## src/hdl/clock_source_select_status_regs.vh

```
`ifndef CLOCK_SOURCE_SELECT_STATUS_REGS_VH
`define CLOCK_SOURCE_SELECT_STATUS_REGS_VH
// Register byte offsets.
`define OSC_ENABLE_CMD_OFS 8'h20
`define CLOCK_COMMAND_OFS 8'h24
`define LOW_FREQ_CLOCK_SELECT_OFS 8'h28
`define CLOCK_STATUS_OFS 8'h2C
`define CLOCK_INTERRUPT_FLAGS_OFS 8'h30
`define CLOCK_INTERRUPT_FLAG_SET_OFS 8'h34
`define CLOCK_INTERRUPT_FLAG_CLEAR_OFS 8'h38
`define CLOCK_INTERRUPT_ENABLE_OFS 8'h3C
`define CALIBRATION_TOP_VALUE_OFS 8'h1C
// Command register fields.
`define CMD_MAIN_SEL_LSB 0
`define CMD_CAL_GO_BIT 3
`define CMD_CAL_HALT_BIT 4
`define CMD_USB_SEL_LSB 5
// Main clock source codes.
`define MAIN_SRC_FAST_RC 3'h1
`define MAIN_SRC_FAST_XTAL 3'h2
`define MAIN_SRC_SLOW_RC 3'h3
`define MAIN_SRC_SLOW_XTAL 3'h4
`define MAIN_SRC_USB_RC_HALF 3'h5
// USB core clock source codes.
`define USB_SRC_SLOW_XTAL 3'h2
`define USB_SRC_SLOW_RC 3'h3
`define USB_SRC_USB_RC 3'h4
// Low frequency select fields.
`define LF_A_LSB 0
`define LF_B_LSB 2
`define LF_C_LSB 4
`define LF_A_EXT_BIT 16
`define LF_B_EXT_BIT 20
`define LF_FIELD_RESET 2'h1
// Status bit positions.
`define ST_CAL_RUNNING_BIT 14
`define ST_MAIN_SEL_LSB 10
`define ST_USB_SEL_LSB 16
`define ST_USB_RC_HALF_BIT 26
`define ST_USB_RC_ENS_BIT 21
`define ST_USB_RC_RDY_BIT 22
// Interrupt flag positions.
`define IF_CAL_DONE_BIT 5
`define IF_CAL_OVF_BIT 6
`define IF_USB_RC_RDY_BIT 8
`define IF_FAST_RC_RDY_BIT 0
`define IF_MASK 10'h37F
`define IF_RESET 10'h001
// Oscillator start-up time in ns and the cycle count it gives at the clock period.
// The count is kept as a sized literal so that it fits the 8-bit start-up counter.
`define STARTUP_NS 2000
`define CLK_PERIOD_NS 20
`define STARTUP_CYCLES 8'h64
// Clock switch settle time in cycles.
`define SWITCH_CYCLES 4'h4
`endif

```

## src/hdl/clock_source_select_status.v

```verilog
`timescale 1ns/1ns
`include "clock_source_select_status_regs.vh"

// Start-up timer for one oscillator: ready rises after the start-up delay.
// The enable bit follows the write-one on and off commands, and the ready bit
// rises only once the timer has counted a full start-up period of cycles.
// Dropping the enable clears both at the next edge, so a restart always waits
// the whole period again; a short off pulse earns no credit.
module osc_startup (
  input wire clk,
  input wire rst_b,
  input wire reset_on,
  input wire en_cmd,
  input wire dis_cmd,
  output reg enabled_r,
  output reg ready_r,
  output wire ready_pulse
);
  reg [7:0] cnt_r;
  wire [7:0] startup_cycles;
  wire enabled_nxt;

  // The count is a sized constant, so the compare below loses no bits.
  assign startup_cycles = `STARTUP_CYCLES;
  // Enable wins over disable when both are written together.
  // The reset_on kick turns the oscillator on without a software command.
  assign enabled_nxt = en_cmd | reset_on | (enabled_r & ~dis_cmd);
  // The counter holds the full count in the last cycle of the start-up period.
  assign ready_pulse = enabled_r & ~ready_r & (cnt_r == startup_cycles);

  // The counter freezes once ready is up, so it never wraps while enabled.
  always @(posedge clk or negedge rst_b) begin
    if (!rst_b) begin
      enabled_r <= 1'b0;
      ready_r <= 1'b0;
      cnt_r <= 8'h00;
    end else begin
      enabled_r <= enabled_nxt;
      // Ready and count clear together, so the next enable starts a fresh period.
      if (!enabled_nxt) begin
        ready_r <= 1'b0;
        cnt_r <= 8'h00;
      end else if (ready_pulse) begin
        // Ready is sticky while the enable stays up.
        ready_r <= 1'b1;
      end else if (!ready_r) begin
        cnt_r <= cnt_r + 8'h01;
      end
    end
  end
endmodule

module clock_source_select_status (
  input wire clk,
  input wire rst_b,
  input wire [7:0] addr,
  input wire [31:0] wdata,
  input wire wr,
  input wire rd,
  output reg [31:0] rdata_r,
  input wire cal_ref_tick,
  output reg [2:0] main_clock_source_r,
  output reg [2:0] usb_core_clock_source_r,
  output wire [1:0] slow_clock_a_source,
  output wire [1:0] slow_clock_b_source,
  output wire [1:0] slow_clock_c_source,
  output wire slow_a_source_extension,
  output wire slow_b_source_extension,
  output wire irq
);
  // Oscillator order: 0 fast RC, 1 fast crystal, 2 aux RC, 3 slow RC, 4 slow crystal, 5 USB RC.
  // The same order is used for the enable command bit pairs and the status bit pairs,
  // so index g means one oscillator throughout this module.
  reg fast_rc_boot_r;
  wire [5:0] osc_en;
  wire [5:0] osc_rdy;
  wire [5:0] osc_rdy_pulse;
  wire [5:0] osc_en_cmd;
  wire [5:0] osc_dis_cmd;
  // Slow clock selection and calibration state.
  reg [21:0] lf_sel_r;
  reg [19:0] cal_top_r;
  reg [19:0] cal_cnt_r;
  reg cal_running_r;
  // Interrupt flags, their next value and their enables.
  reg [9:0] if_r;
  reg [9:0] if_nxt;
  reg [9:0] ien_r;
  // USB core switch in flight and the boot tracking of the fast RC.
  reg [2:0] usb_pending_r;
  reg [3:0] usb_wait_r;
  reg fast_rc_alive_r;
  // Combinational words for the status and read paths.
  reg [31:0] status;
  reg [31:0] rdata_nxt;
  // Decoded write strobes and command fields.
  wire cmd_wr;
  wire cal_go;
  wire cal_halt;
  wire cal_finish;
  wire cal_overflow;
  wire [2:0] main_req;
  wire [2:0] usb_req;
  genvar g;

  // The command register is write-only: each write acts once and leaves nothing stored
  // except the pending USB switch, so a later strobe cannot replay an old command.
  assign cmd_wr = wr & (addr == `CLOCK_COMMAND_OFS);
  assign main_req = wdata[`CMD_MAIN_SEL_LSB +: 3];
  assign usb_req = wdata[`CMD_USB_SEL_LSB +: 3];
  assign cal_go = cmd_wr & wdata[`CMD_CAL_GO_BIT];
  assign cal_halt = cmd_wr & wdata[`CMD_CAL_HALT_BIT];

  // Oscillator enable and disable commands arrive as write-one pairs.
  // Only the fast RC gets the kick in the first cycle after reset; the other
  // five stay off until software turns them on.
  generate
    for (g = 0; g < 6; g = g + 1) begin : osc
      assign osc_en_cmd[g] = wr & (addr == `OSC_ENABLE_CMD_OFS) & wdata[2 * g];
      assign osc_dis_cmd[g] = wr & (addr == `OSC_ENABLE_CMD_OFS) & wdata[2 * g + 1];
      osc_startup u_startup (
        .clk(clk),
        .rst_b(rst_b),
        .reset_on(g == 0 ? ~fast_rc_alive_r : 1'b0),
        .en_cmd(osc_en_cmd[g]),
        .dis_cmd(osc_dis_cmd[g]),
        .enabled_r(osc_en[g]),
        .ready_r(osc_rdy[g]),
        .ready_pulse(osc_rdy_pulse[g])
      );
    end
  endgenerate

  // The fast RC runs out of reset; it is kicked on by the first cycle after release.
  // Its timer starts from zero at that kick, so the boot bit stands in for enable
  // and ready until the timer reports ready or software turns the oscillator off.
  // Without it the status would show the running source as not ready for a while.
  always @(posedge clk or negedge rst_b) begin
    if (!rst_b) begin
      fast_rc_alive_r <= 1'b0;
      fast_rc_boot_r <= 1'b1;
    end else begin
      fast_rc_alive_r <= 1'b1;
      if (osc_rdy[0] || (osc_dis_cmd[0] && !osc_en_cmd[0])) begin
        fast_rc_boot_r <= 1'b0;
      end
    end
  end

  // Main and USB source selection; no check of readiness, a dead source stops the clock.
  // The main source switches at the write edge. The USB core source waits out the
  // switch time first, so its status bits move only once the new clock is running.
  // Codes outside the documented sets are ignored and leave the old source in place.
  always @(posedge clk or negedge rst_b) begin
    if (!rst_b) begin
      main_clock_source_r <= `MAIN_SRC_FAST_RC;
      usb_core_clock_source_r <= 3'h0;
      usb_pending_r <= 3'h0;
      usb_wait_r <= 4'h0;
    end else begin
      if (cmd_wr && main_req >= `MAIN_SRC_FAST_RC && main_req <= `MAIN_SRC_USB_RC_HALF) begin
        // A disabled target is taken as well; the clock then stops until it is enabled.
        main_clock_source_r <= main_req;
      end
      if (cmd_wr && usb_req >= `USB_SRC_SLOW_XTAL && usb_req <= `USB_SRC_USB_RC) begin
        // A new request restarts the wait and drops any switch still pending.
        usb_pending_r <= usb_req;
        usb_wait_r <= `SWITCH_CYCLES;
      end else if (usb_wait_r == 4'h1) begin
        // Last wait cycle: the new clock runs now, so the source and status move.
        usb_core_clock_source_r <= usb_pending_r;
        usb_wait_r <= 4'h0;
      end else if (usb_wait_r != 4'h0) begin
        usb_wait_r <= usb_wait_r - 4'h1;
      end
    end
  end

  // Slow clock selectors with their extension bits.
  // The register keeps each bit at its own offset, so the read-back needs no
  // reshuffling; reserved bits between the fields are stored as zero.
  always @(posedge clk or negedge rst_b) begin
    if (!rst_b) begin
      // Every selector field wakes up on the slow RC, with both extensions clear.
      lf_sel_r <= {16'h0000, `LF_FIELD_RESET, `LF_FIELD_RESET, `LF_FIELD_RESET};
    end else if (wr && addr == `LOW_FREQ_CLOCK_SELECT_OFS) begin
      lf_sel_r <= {1'b0, wdata[20], 3'h0, wdata[16], 10'h000, wdata[5:0]};
    end
  end
  // The selector outputs come straight from the register, so they change at the
  // write edge; the clock switch logic downstream does its own glitch-free handover.
  assign slow_clock_a_source = lf_sel_r[`LF_A_LSB +: 2];
  assign slow_clock_b_source = lf_sel_r[`LF_B_LSB +: 2];
  assign slow_clock_c_source = lf_sel_r[`LF_C_LSB +: 2];
  assign slow_a_source_extension = lf_sel_r[`LF_A_EXT_BIT];
  assign slow_b_source_extension = lf_sel_r[`LF_B_EXT_BIT];

  // Calibration down-counter clocked by reference ticks; a tick at zero ends the run.
  // A run of top value N therefore takes N + 1 ticks. The counter keeps its value
  // after a halt; the offset then reads back the stored top value again.
  assign cal_finish = cal_running_r & cal_ref_tick & (cal_cnt_r == 20'h00000);
  // A down-count from a loaded top value cannot overflow, so hardware never raises
  // this flag; software can still set it through the flag set register.
  assign cal_overflow = 1'b0;
  always @(posedge clk or negedge rst_b) begin
    if (!rst_b) begin
      cal_top_r <= 20'h00000;
      cal_cnt_r <= 20'h00000;
      cal_running_r <= 1'b0;
    end else begin
      if (wr && addr == `CALIBRATION_TOP_VALUE_OFS) begin
        cal_top_r <= wdata[19:0];
      end
      // Halt wins over go, so a combined write leaves the counter stopped.
      if (cal_halt) begin
        cal_running_r <= 1'b0;
      end else if (cal_go) begin
        // A new run always restarts from the stored top value.
        cal_cnt_r <= cal_top_r;
        cal_running_r <= 1'b1;
      end else if (cal_finish) begin
        cal_running_r <= 1'b0;
      end else if (cal_running_r && cal_ref_tick) begin
        // One decrement per reference tick while the run is busy.
        cal_cnt_r <= cal_cnt_r - 20'h00001;
      end
    end
  end

  // Flags: hardware events and set writes win over a clear in the same cycle.
  // A flag cleared in the cycle of its own event would otherwise lose the event
  // for good, which software could not tell from no event at all.
  always @* begin
    if_nxt = if_r;
    if (wr && addr == `CLOCK_INTERRUPT_FLAG_CLEAR_OFS) begin
      if_nxt = if_nxt & ~wdata[9:0];
    end
    if (wr && addr == `CLOCK_INTERRUPT_FLAG_SET_OFS) begin
      if_nxt = if_nxt | (wdata[9:0] & `IF_MASK);
    end
    // Hardware events come last, so they win over a clear written in the same cycle.
    if_nxt[4:0] = if_nxt[4:0] | {osc_rdy_pulse[2], osc_rdy_pulse[4], osc_rdy_pulse[3], osc_rdy_pulse[1],
      osc_rdy_pulse[0]};
    if_nxt[`IF_USB_RC_RDY_BIT] = if_nxt[`IF_USB_RC_RDY_BIT] | osc_rdy_pulse[5];
    if_nxt[`IF_CAL_DONE_BIT] = if_nxt[`IF_CAL_DONE_BIT] | cal_finish;
    if_nxt[`IF_CAL_OVF_BIT] = if_nxt[`IF_CAL_OVF_BIT] | cal_overflow;
  end

  // Flag and enable registers. The reset value has the fast RC ready flag set,
  // because that oscillator is already running when reset lets go.
  always @(posedge clk or negedge rst_b) begin
    if (!rst_b) begin
      if_r <= `IF_RESET;
      ien_r <= 10'h000;
    end else begin
      if_r <= if_nxt;
      if (wr && addr == `CLOCK_INTERRUPT_ENABLE_OFS) begin
        // The reserved bit cannot be enabled, so it never raises a request.
        ien_r <= wdata[9:0] & `IF_MASK;
      end
    end
  end
  // The request is a plain level of any enabled flag; it drops as soon as software
  // clears the flag or its enable, with no extra cycle of delay.
  assign irq = |(if_r & ien_r);

  // Status word; the fast RC pair reads one out of reset until its timer takes over.
  // Every bit is derived live from the state above, so a read always sees the
  // values of the cycle in which the read strobe stands.
  always @* begin
    status = 32'h00000000;
    // Enable and ready pairs, one pair per oscillator.
    status[0] = osc_en[0] | fast_rc_boot_r;
    status[1] = osc_rdy[0] | fast_rc_boot_r;
    status[2] = osc_en[1];
    status[3] = osc_rdy[1];
    status[4] = osc_en[2];
    status[5] = osc_rdy[2];
    status[6] = osc_en[3];
    status[7] = osc_rdy[3];
    status[8] = osc_en[4];
    status[9] = osc_rdy[4];

    // One-hot main fast clock source, plus the USB RC half bit further up.
    status[`ST_MAIN_SEL_LSB] = (main_clock_source_r == `MAIN_SRC_FAST_RC);
    status[11] = (main_clock_source_r == `MAIN_SRC_FAST_XTAL);
    status[12] = (main_clock_source_r == `MAIN_SRC_SLOW_RC);
    status[13] = (main_clock_source_r == `MAIN_SRC_SLOW_XTAL);

    // Calibration busy while the down-counter runs.
    status[`ST_CAL_RUNNING_BIT] = cal_running_r;

    // USB core source bits, moved only when the switch lands.
    status[`ST_USB_SEL_LSB] = (usb_core_clock_source_r == `USB_SRC_SLOW_XTAL);
    status[17] = (usb_core_clock_source_r == `USB_SRC_SLOW_RC);
    status[18] = (usb_core_clock_source_r == `USB_SRC_USB_RC);
    status[`ST_USB_RC_ENS_BIT] = osc_en[5];
    status[`ST_USB_RC_RDY_BIT] = osc_rdy[5];
    status[`ST_USB_RC_HALF_BIT] = (main_clock_source_r == `MAIN_SRC_USB_RC_HALF);
  end

  // Read mux; unmapped and write-only offsets read zero.
  // The top value offset shows the live count while a run is busy and the stored
  // top value otherwise, so one offset serves both loading and reading back.
  always @* begin
    rdata_nxt = 32'h00000000;
    case (addr)
      `LOW_FREQ_CLOCK_SELECT_OFS: rdata_nxt = {10'h000, lf_sel_r};
      `CLOCK_STATUS_OFS: rdata_nxt = status;
      `CLOCK_INTERRUPT_FLAGS_OFS: rdata_nxt = {22'h000000, if_r};
      `CLOCK_INTERRUPT_ENABLE_OFS: rdata_nxt = {22'h000000, ien_r};
      `CALIBRATION_TOP_VALUE_OFS: rdata_nxt = {12'h000, cal_running_r ? cal_cnt_r : cal_top_r};
      default: rdata_nxt = 32'h00000000;
    endcase
  end

  // Read data stand only in the cycle after the strobe.
  // Zero between reads keeps stale data off the bus and makes a lost strobe visible.
  always @(posedge clk or negedge rst_b) begin
    if (!rst_b) begin
      rdata_r <= 32'h00000000;
    end else begin
      rdata_r <= rd ? rdata_nxt : 32'h00000000;
    end
  end
endmodule

```

## config.mk

```make
export PLATFORM = sky130hd
export DESIGN_NAME = clock_source_select_status
export DESIGN_NICKNAME = d
export VERILOG_FILES = /design/src/hdl/clock_source_select_status.v
export VERILOG_INCLUDE_DIRS = /design/src /design/src/hdl
export SDC_FILE = /design/constraint.sdc
export NUM_CORES = 1
export LEC_CHECK = 0
export BUFFER_PORTS_ARGS = -buffer_cell sky130_fd_sc_hd__buf_2
export CELL_PAD_IN_SITES_DETAIL_PLACEMENT = 1
export CELL_PAD_IN_SITES_GLOBAL_PLACEMENT = 1
export CORE_MARGIN = 5
export CORE_UTILIZATION = 43
export DETAILED_ROUTE_END_ITERATION = 16
export PLACE_DENSITY = 0.78
export SLEW_MARGIN = 30
export SYNTH_ARGS = -nofsm -noshare
export SYNTH_HDL_FRONTEND = slang
export SYNTH_SLANG_ARGS = --single-unit
export TNS_END_PERCENT = 5
```

## constraint.sdc

```tcl
create_clock -name clk -period 2.85 [get_ports clk]
set_input_delay 0.855 -clock clk [delete_from_list [all_inputs] [get_ports clk]]
set_output_delay 0.855 -clock clk [all_outputs]
set_load 0.01 [all_outputs]
```

# After elaboration in Yosys (flattened, before gate mapping)
# Index checks and enable logic that the tools add are counted.
# word_totals
reg_bits,175
out_inout_bits,47
wordCells,224
# classes
add_sub_neg,8
n_lt_le_gt_ge,4
n_eq_ne,43
n_mux,44
bitwise,67
n_reduce_logical,27
# op_table
operator,count
$mux 8,18
$pmux 27 s5,1
$mux 20,4
$eq 8x6->1 const B,8
$add 8x1->8 const B,6
$eq 8x7->1 const B,6
$and 1x1->1,36
$mux 32,1
$ne 2x2->1 const B,13
$and 10x10->10,2
$logic_not 20->1,1
$mux 10,2
$sub 20x1->20 const B,1
$mux 1,15
$not 1->1,15
$reduce_and 2->1,7
$eq 3x2->1 const B,4
$mux 4,3
$ne 2x1->1 const B,6
$logic_and 1x1->1,11
$or 1x1->1,11
$not 10->10,1
$or 10x10->10,1
$reduce_or 10->1,1
15 further kinds,19

# Longest topological paths before layout
# depth
word_depth,8
ltp_mapped,7
mapped_depth_nobuf,7

# Cells and area by module
# A second synthesis with hierarchy kept.
# hier_totals
hier_cells,867
area_unflattened_um2,8911.0
# modules_own_cells
module,instances,cells_each,area_each_um2
clock_source_select_status,1,543,5652.9
osc_startup,6,54,543.0

# Worst setup path before layout
# No wires, ideal clock.
# synth_path
path_type,input -> register
startpoint,input port addr[4]
endpoint,register osc[0].u_startup.cnt_r[0]
setup_time_ns,0.143
arrival_time_ns,2.298
required_ns,2.707
slack_ns,0.409
path_stages,5
path_buffers,0
cell_sequence,nor4b_2 and3_1 nand2_1 a221oi_2 nor2_1
# synth_via
elab_chain_cells,8
# synth_lines
element,line,rtl
from (decl),clock_source_select_status.v:56,"input wire [7:0] addr,"
$eq 8x6->1 (no line) (*),n/a,
$and 1x1->1 (*),"clock_source_select_status.v:119, clock_source_select_status.v:120",
$and 1x1->1,clock_source_select_status.v:120,assign osc_dis_cmd[g] = wr & (addr == `OSC_ENABLE_CMD_OFS) & wdata[2 * g + 1];
$not 1->1,clock_source_select_status.v:27,assign enabled_nxt = en_cmd | reset_on | (enabled_r & ~dis_cmd);
$and 1x1->1,clock_source_select_status.v:27,
$or 1x1->1 (*),clock_source_select_status.v:27,
$ne 2x2->1 (no line),n/a,
$reduce_and 2->1 (no line),n/a,
to (signal assigned),clock_source_select_status.v:47,cnt_r <= cnt_r + 8'h01;
to (decl),clock_source_select_status.v:19,reg [7:0] cnt_r;
# Mark *: on every way between the ends. The rest lies on a longest branch, timed or not.
# A chain may end at the register's enable or synchronous reset.

# Worst setup path in the final report
# layout_path
startpoint,register if_r[5]
endpoint,output port irq
# layout_via
elab_chain_cells,2
# layout_lines
element,line,rtl
from (decl),clock_source_select_status.v:86,reg [9:0] if_r;
from (signal assigned),clock_source_select_status.v:253,if_r <= `IF_RESET;
from (signal assigned),clock_source_select_status.v:256,if_r <= if_nxt;
$and 10x10->10,clock_source_select_status.v:265,assign irq = |(if_r & ien_r);
$reduce_or 10->1,clock_source_select_status.v:265,
to (decl),clock_source_select_status.v:69,output wire irq
# No other way between the ends.

==> metrics.md <==
| Metric | Value |
|---|---|
| Cts hold-fix bufs | `0` |
| Post-synthesis cell area | `8560 µm²` |
| Startpoint Class | `flop` |
| Setup violations, final | `0` |
| Num CTS Buffers | `17` |
| DR vias | `6892` |
| Syn Inst Count | `811` |
| Hold Vio Cnt, Final | `0` |
| Kind of critical path | `reg -> out` |
| Post-Route WL | `24800 µm` |
| Critical Path Max Stage Delay | `400 ps` |
| Critical path endpoint | `irq` |
| Post-layout nets | `974` |
| Die extent in x | `151 µm` |
| Post-CTS setup buffers | `0` |
| Sequential element share of the synthesized area | `48.9%` |
| Status | `completed` |
| # rows | `51` |
| Final Cycle Share | `89.4%` |
| Crit end category | `output pin` |
| Final min period | `2550 ps` |
| Util after Layout | `51.5%` |
| MaxCap Viol Count | `0` |
| 1st-pass router iterations | `4` |
| Layout cells sized above 1 | `26.2%` |
| Post-synth EDFFs | `0` |
| Top post-synthesis cells by area | `dfrtp_1, mux2_2, nor2_1` |
| Clk sinks | `167` |
| Critical Path AT | `1690 ps` |
| DR iter-0 viols | `412` |
| Ports | `92` |
| Area leader, netlist | `dfrtp_1` |
| Worst-Skew Late Latency | `430 ps` |
| Asr flop ratio synth | `100%` |
| Worst Setup SP | `if_r[5]` |
| Slew @ Worst Pin | `725 ps` |
| Detail Route Antenna Nets | `0` |
| Vias in the first global route | `7370` |
| H-tree depth | `4` |
| Crit path max fanout | `3` |
| CTS tree | `yes` |
| Synth top cells by count | `dfrtp_1, nor2_1, mux2_2, nand2_1, xor2_1` |
| R2R Path End | `cal_cnt_r[18]` |
| RSZ-0062 raised after global routing | `false` |
| CP delay by family, top | `compound AO/OA/AOI/OAI gates` |
| Grt ovf | `0` |
| Starting density of the core | `43.9%` |
| Total die area | `22800 µm²` |
| YS warnings | `0` |
| Avg Inst Size Synth | `10.6 µm²` |
| Global-route wire length before repair | `40600 µm` |
| CP bufs+invs | `1` |
| All-layer global routing usage | `22.8%` |
| Layout area overhead | `17.4%` |
| Req. time, crit path | `2000 ps` |
| Worst min path class | `in -> async` |
| Post-synth top flop | `dfrtp_1` |
| Vias per cell | `5.79` |
| Reg-to-reg slack, setup | `390 ps` |
| Worst-case reg-to-reg path depth | `8` |
| PortBufs | `72` |
| Initial antenna violation count | `1` |
| Reg clk slew, reported paths | `70 ps` |
| Final Max Tran Viols | `0` |
| Gpl congestion | `0.843` |
| Clk_skew | `9.10 ps` |
| Setup TNS | `0 ps` |
| Netlist cell types | `74` |
| F_max | `393 MHz` |
| Seq cells post-synth | `167` |
| Placeable Area | `19500 µm²` |
| Leak | `4.61 nW` |
| Post-CTS sizing | `0` |
| Clock buffer depth | `2` |
| Drt drc | `0` |
| Wire per inst | `20.8 µm` |
| PwrDens | `583 nW/µm²` |
| Die H | `151 µm` |
| Slew HR | `51.7%` |
| Largest net degree at the start of global routing | `57` |
| R2r startpoint | `cal_cnt_r[0]` |
| Ant. Diodes | `0` |
| Dpl hpwl | `17700 µm` |
| Worst slack, placed | `131 ps` |
| Synth top area share | `47.0%` |
| Worst path depth | `4` |
| Root buf cell | `clkbuf_16` |
| Crit path max-delay cell type | `dfrtp_1` |
| Setup slack after layout | `303 ps` |
| Largest vdd supply drop | `0.000364 V` |
| CP cell instances | `a22o_1, a221oi_1, nand3_1, buf_2` |
| Most common cell in the synthesized netlist | `dfrtp_1` |
-- metal layers --
metal | track usage [%] | vias up | wire length [µm] | part of all wire [%]
li1 | - | 3144 | - | -
met1 | 29.4 | 3561 | 10600 | 43
met3 | 4.22 | 43 | 1010 | 4.1
met4 | 6.07 | 2 | 429 | 1.7
met5 | 0 | - | 7 | 0.028
met2 | 39.5 | 142 | 12800 | 52
-- stage by stage --
step	cell area (µm²)	power, mW	hold WS, ps	cells
after floorplan	8590	3.25	427	818
after global placement	9460	3.50	471	1159
after detailed placement	9460	3.55	485	1159
after CTS	10100	5.90	415	1191
after global routing	10100	6.14	444	1191
final	10100	5.86	402	1191
-- how the worst min path moves through the flow --
stage                                        start                         to  slack [ps]  depth (start not counted)
after floorplan           osc[0].u_startup.ready_r             fast_rc_boot_r         430                          1
after global placement    osc[0].u_startup.ready_r             fast_rc_boot_r         470                          1
after detailed placement  osc[0].u_startup.ready_r             fast_rc_boot_r         490                          1
after CTS                                    rst_b               cal_top_r[4]         410                          1
after global routing                         rst_b               cal_top_r[4]         440                          1
final                                        rst_b  osc[2].u_startup.cnt_r[6]         400                          1
-- power by group --
group / total [mW] / internal, mW / switching [mW]
Sequential: 2.72 / 2.53 / 0.186
Clock: 2.32 / 1.33 / 0.996
Combinational: 0.816 / 0.350 / 0.466
-- sequential cells by signal, indices dropped and copies added, names as in the netlist, 4 cells and up, named ones only --
signal,count
osc.u_startup.cnt_r,48
rdata_r,24
cal_cnt_r,20
cal_top_r,20
ien_r,9
if_r,8
lf_sel_r,8
osc.u_startup.enabled_r,6
osc.u_startup.ready_r,6
usb_wait_r,4
-- worst reg2reg max path, cell delays in order (launching register included) --
cell	delay (ps)
dfrtp_1	440
inv_1	130
ha_1	180
nor3b_1	360
buf_4	200
nand4_1	160
or4_1	540
a221oi_2	220
o22ai_1	100
-- layout by cell type, fill, tap and decap left out, types with 6 or more instances in the layout --
cell       instances
inv_1             26
and3_1            15
nand3_1           26
dfstp_2            6
o22ai_1            8
conb_1             9
buf_2             71
a221o_1            6
a31oi_1            9
and4b_1            7
ha_1              16
and4_1             9
o211ai_1           7
nor3b_1            6
mux2_2            60
nand2_1           60
nand4_1           21
clkbuf_16         17
nor2b_1            9
xnor2_1           12
buf_4             41
nor2_1            97
a21oi_1           25
nor3_1            10
dfrtp_1          161
a21boi_0           7
xor2_1            29
a22oi_1           21
or4_1              7
o21ai_0           14
-- cells by family after synthesis --
kind of cell               Yosys count  synth area share, %
and+or+nand+nor                    308                 19.6
xor gates and xnor gates            41                 4.19
AOI/OAI and AO/OA                  144                 12.6
muxes                               65                 8.47
adders and majority gates           16                 2.34
buffers and inverters               68                 3.87
other                                2               0.0877
DFF                                167                 48.9
-- area by class of cell --
type	count	area (µm²)
clock buffers	19	443
repair buffers	118	774
inverters	26	97.6
multi-input cells	583	4070
flip-flops and latches	167	4190
fillers	2225	9470
well taps	265	332
clock inverters	13	148
No activity file was read; power rests on OpenSTA's default activity.
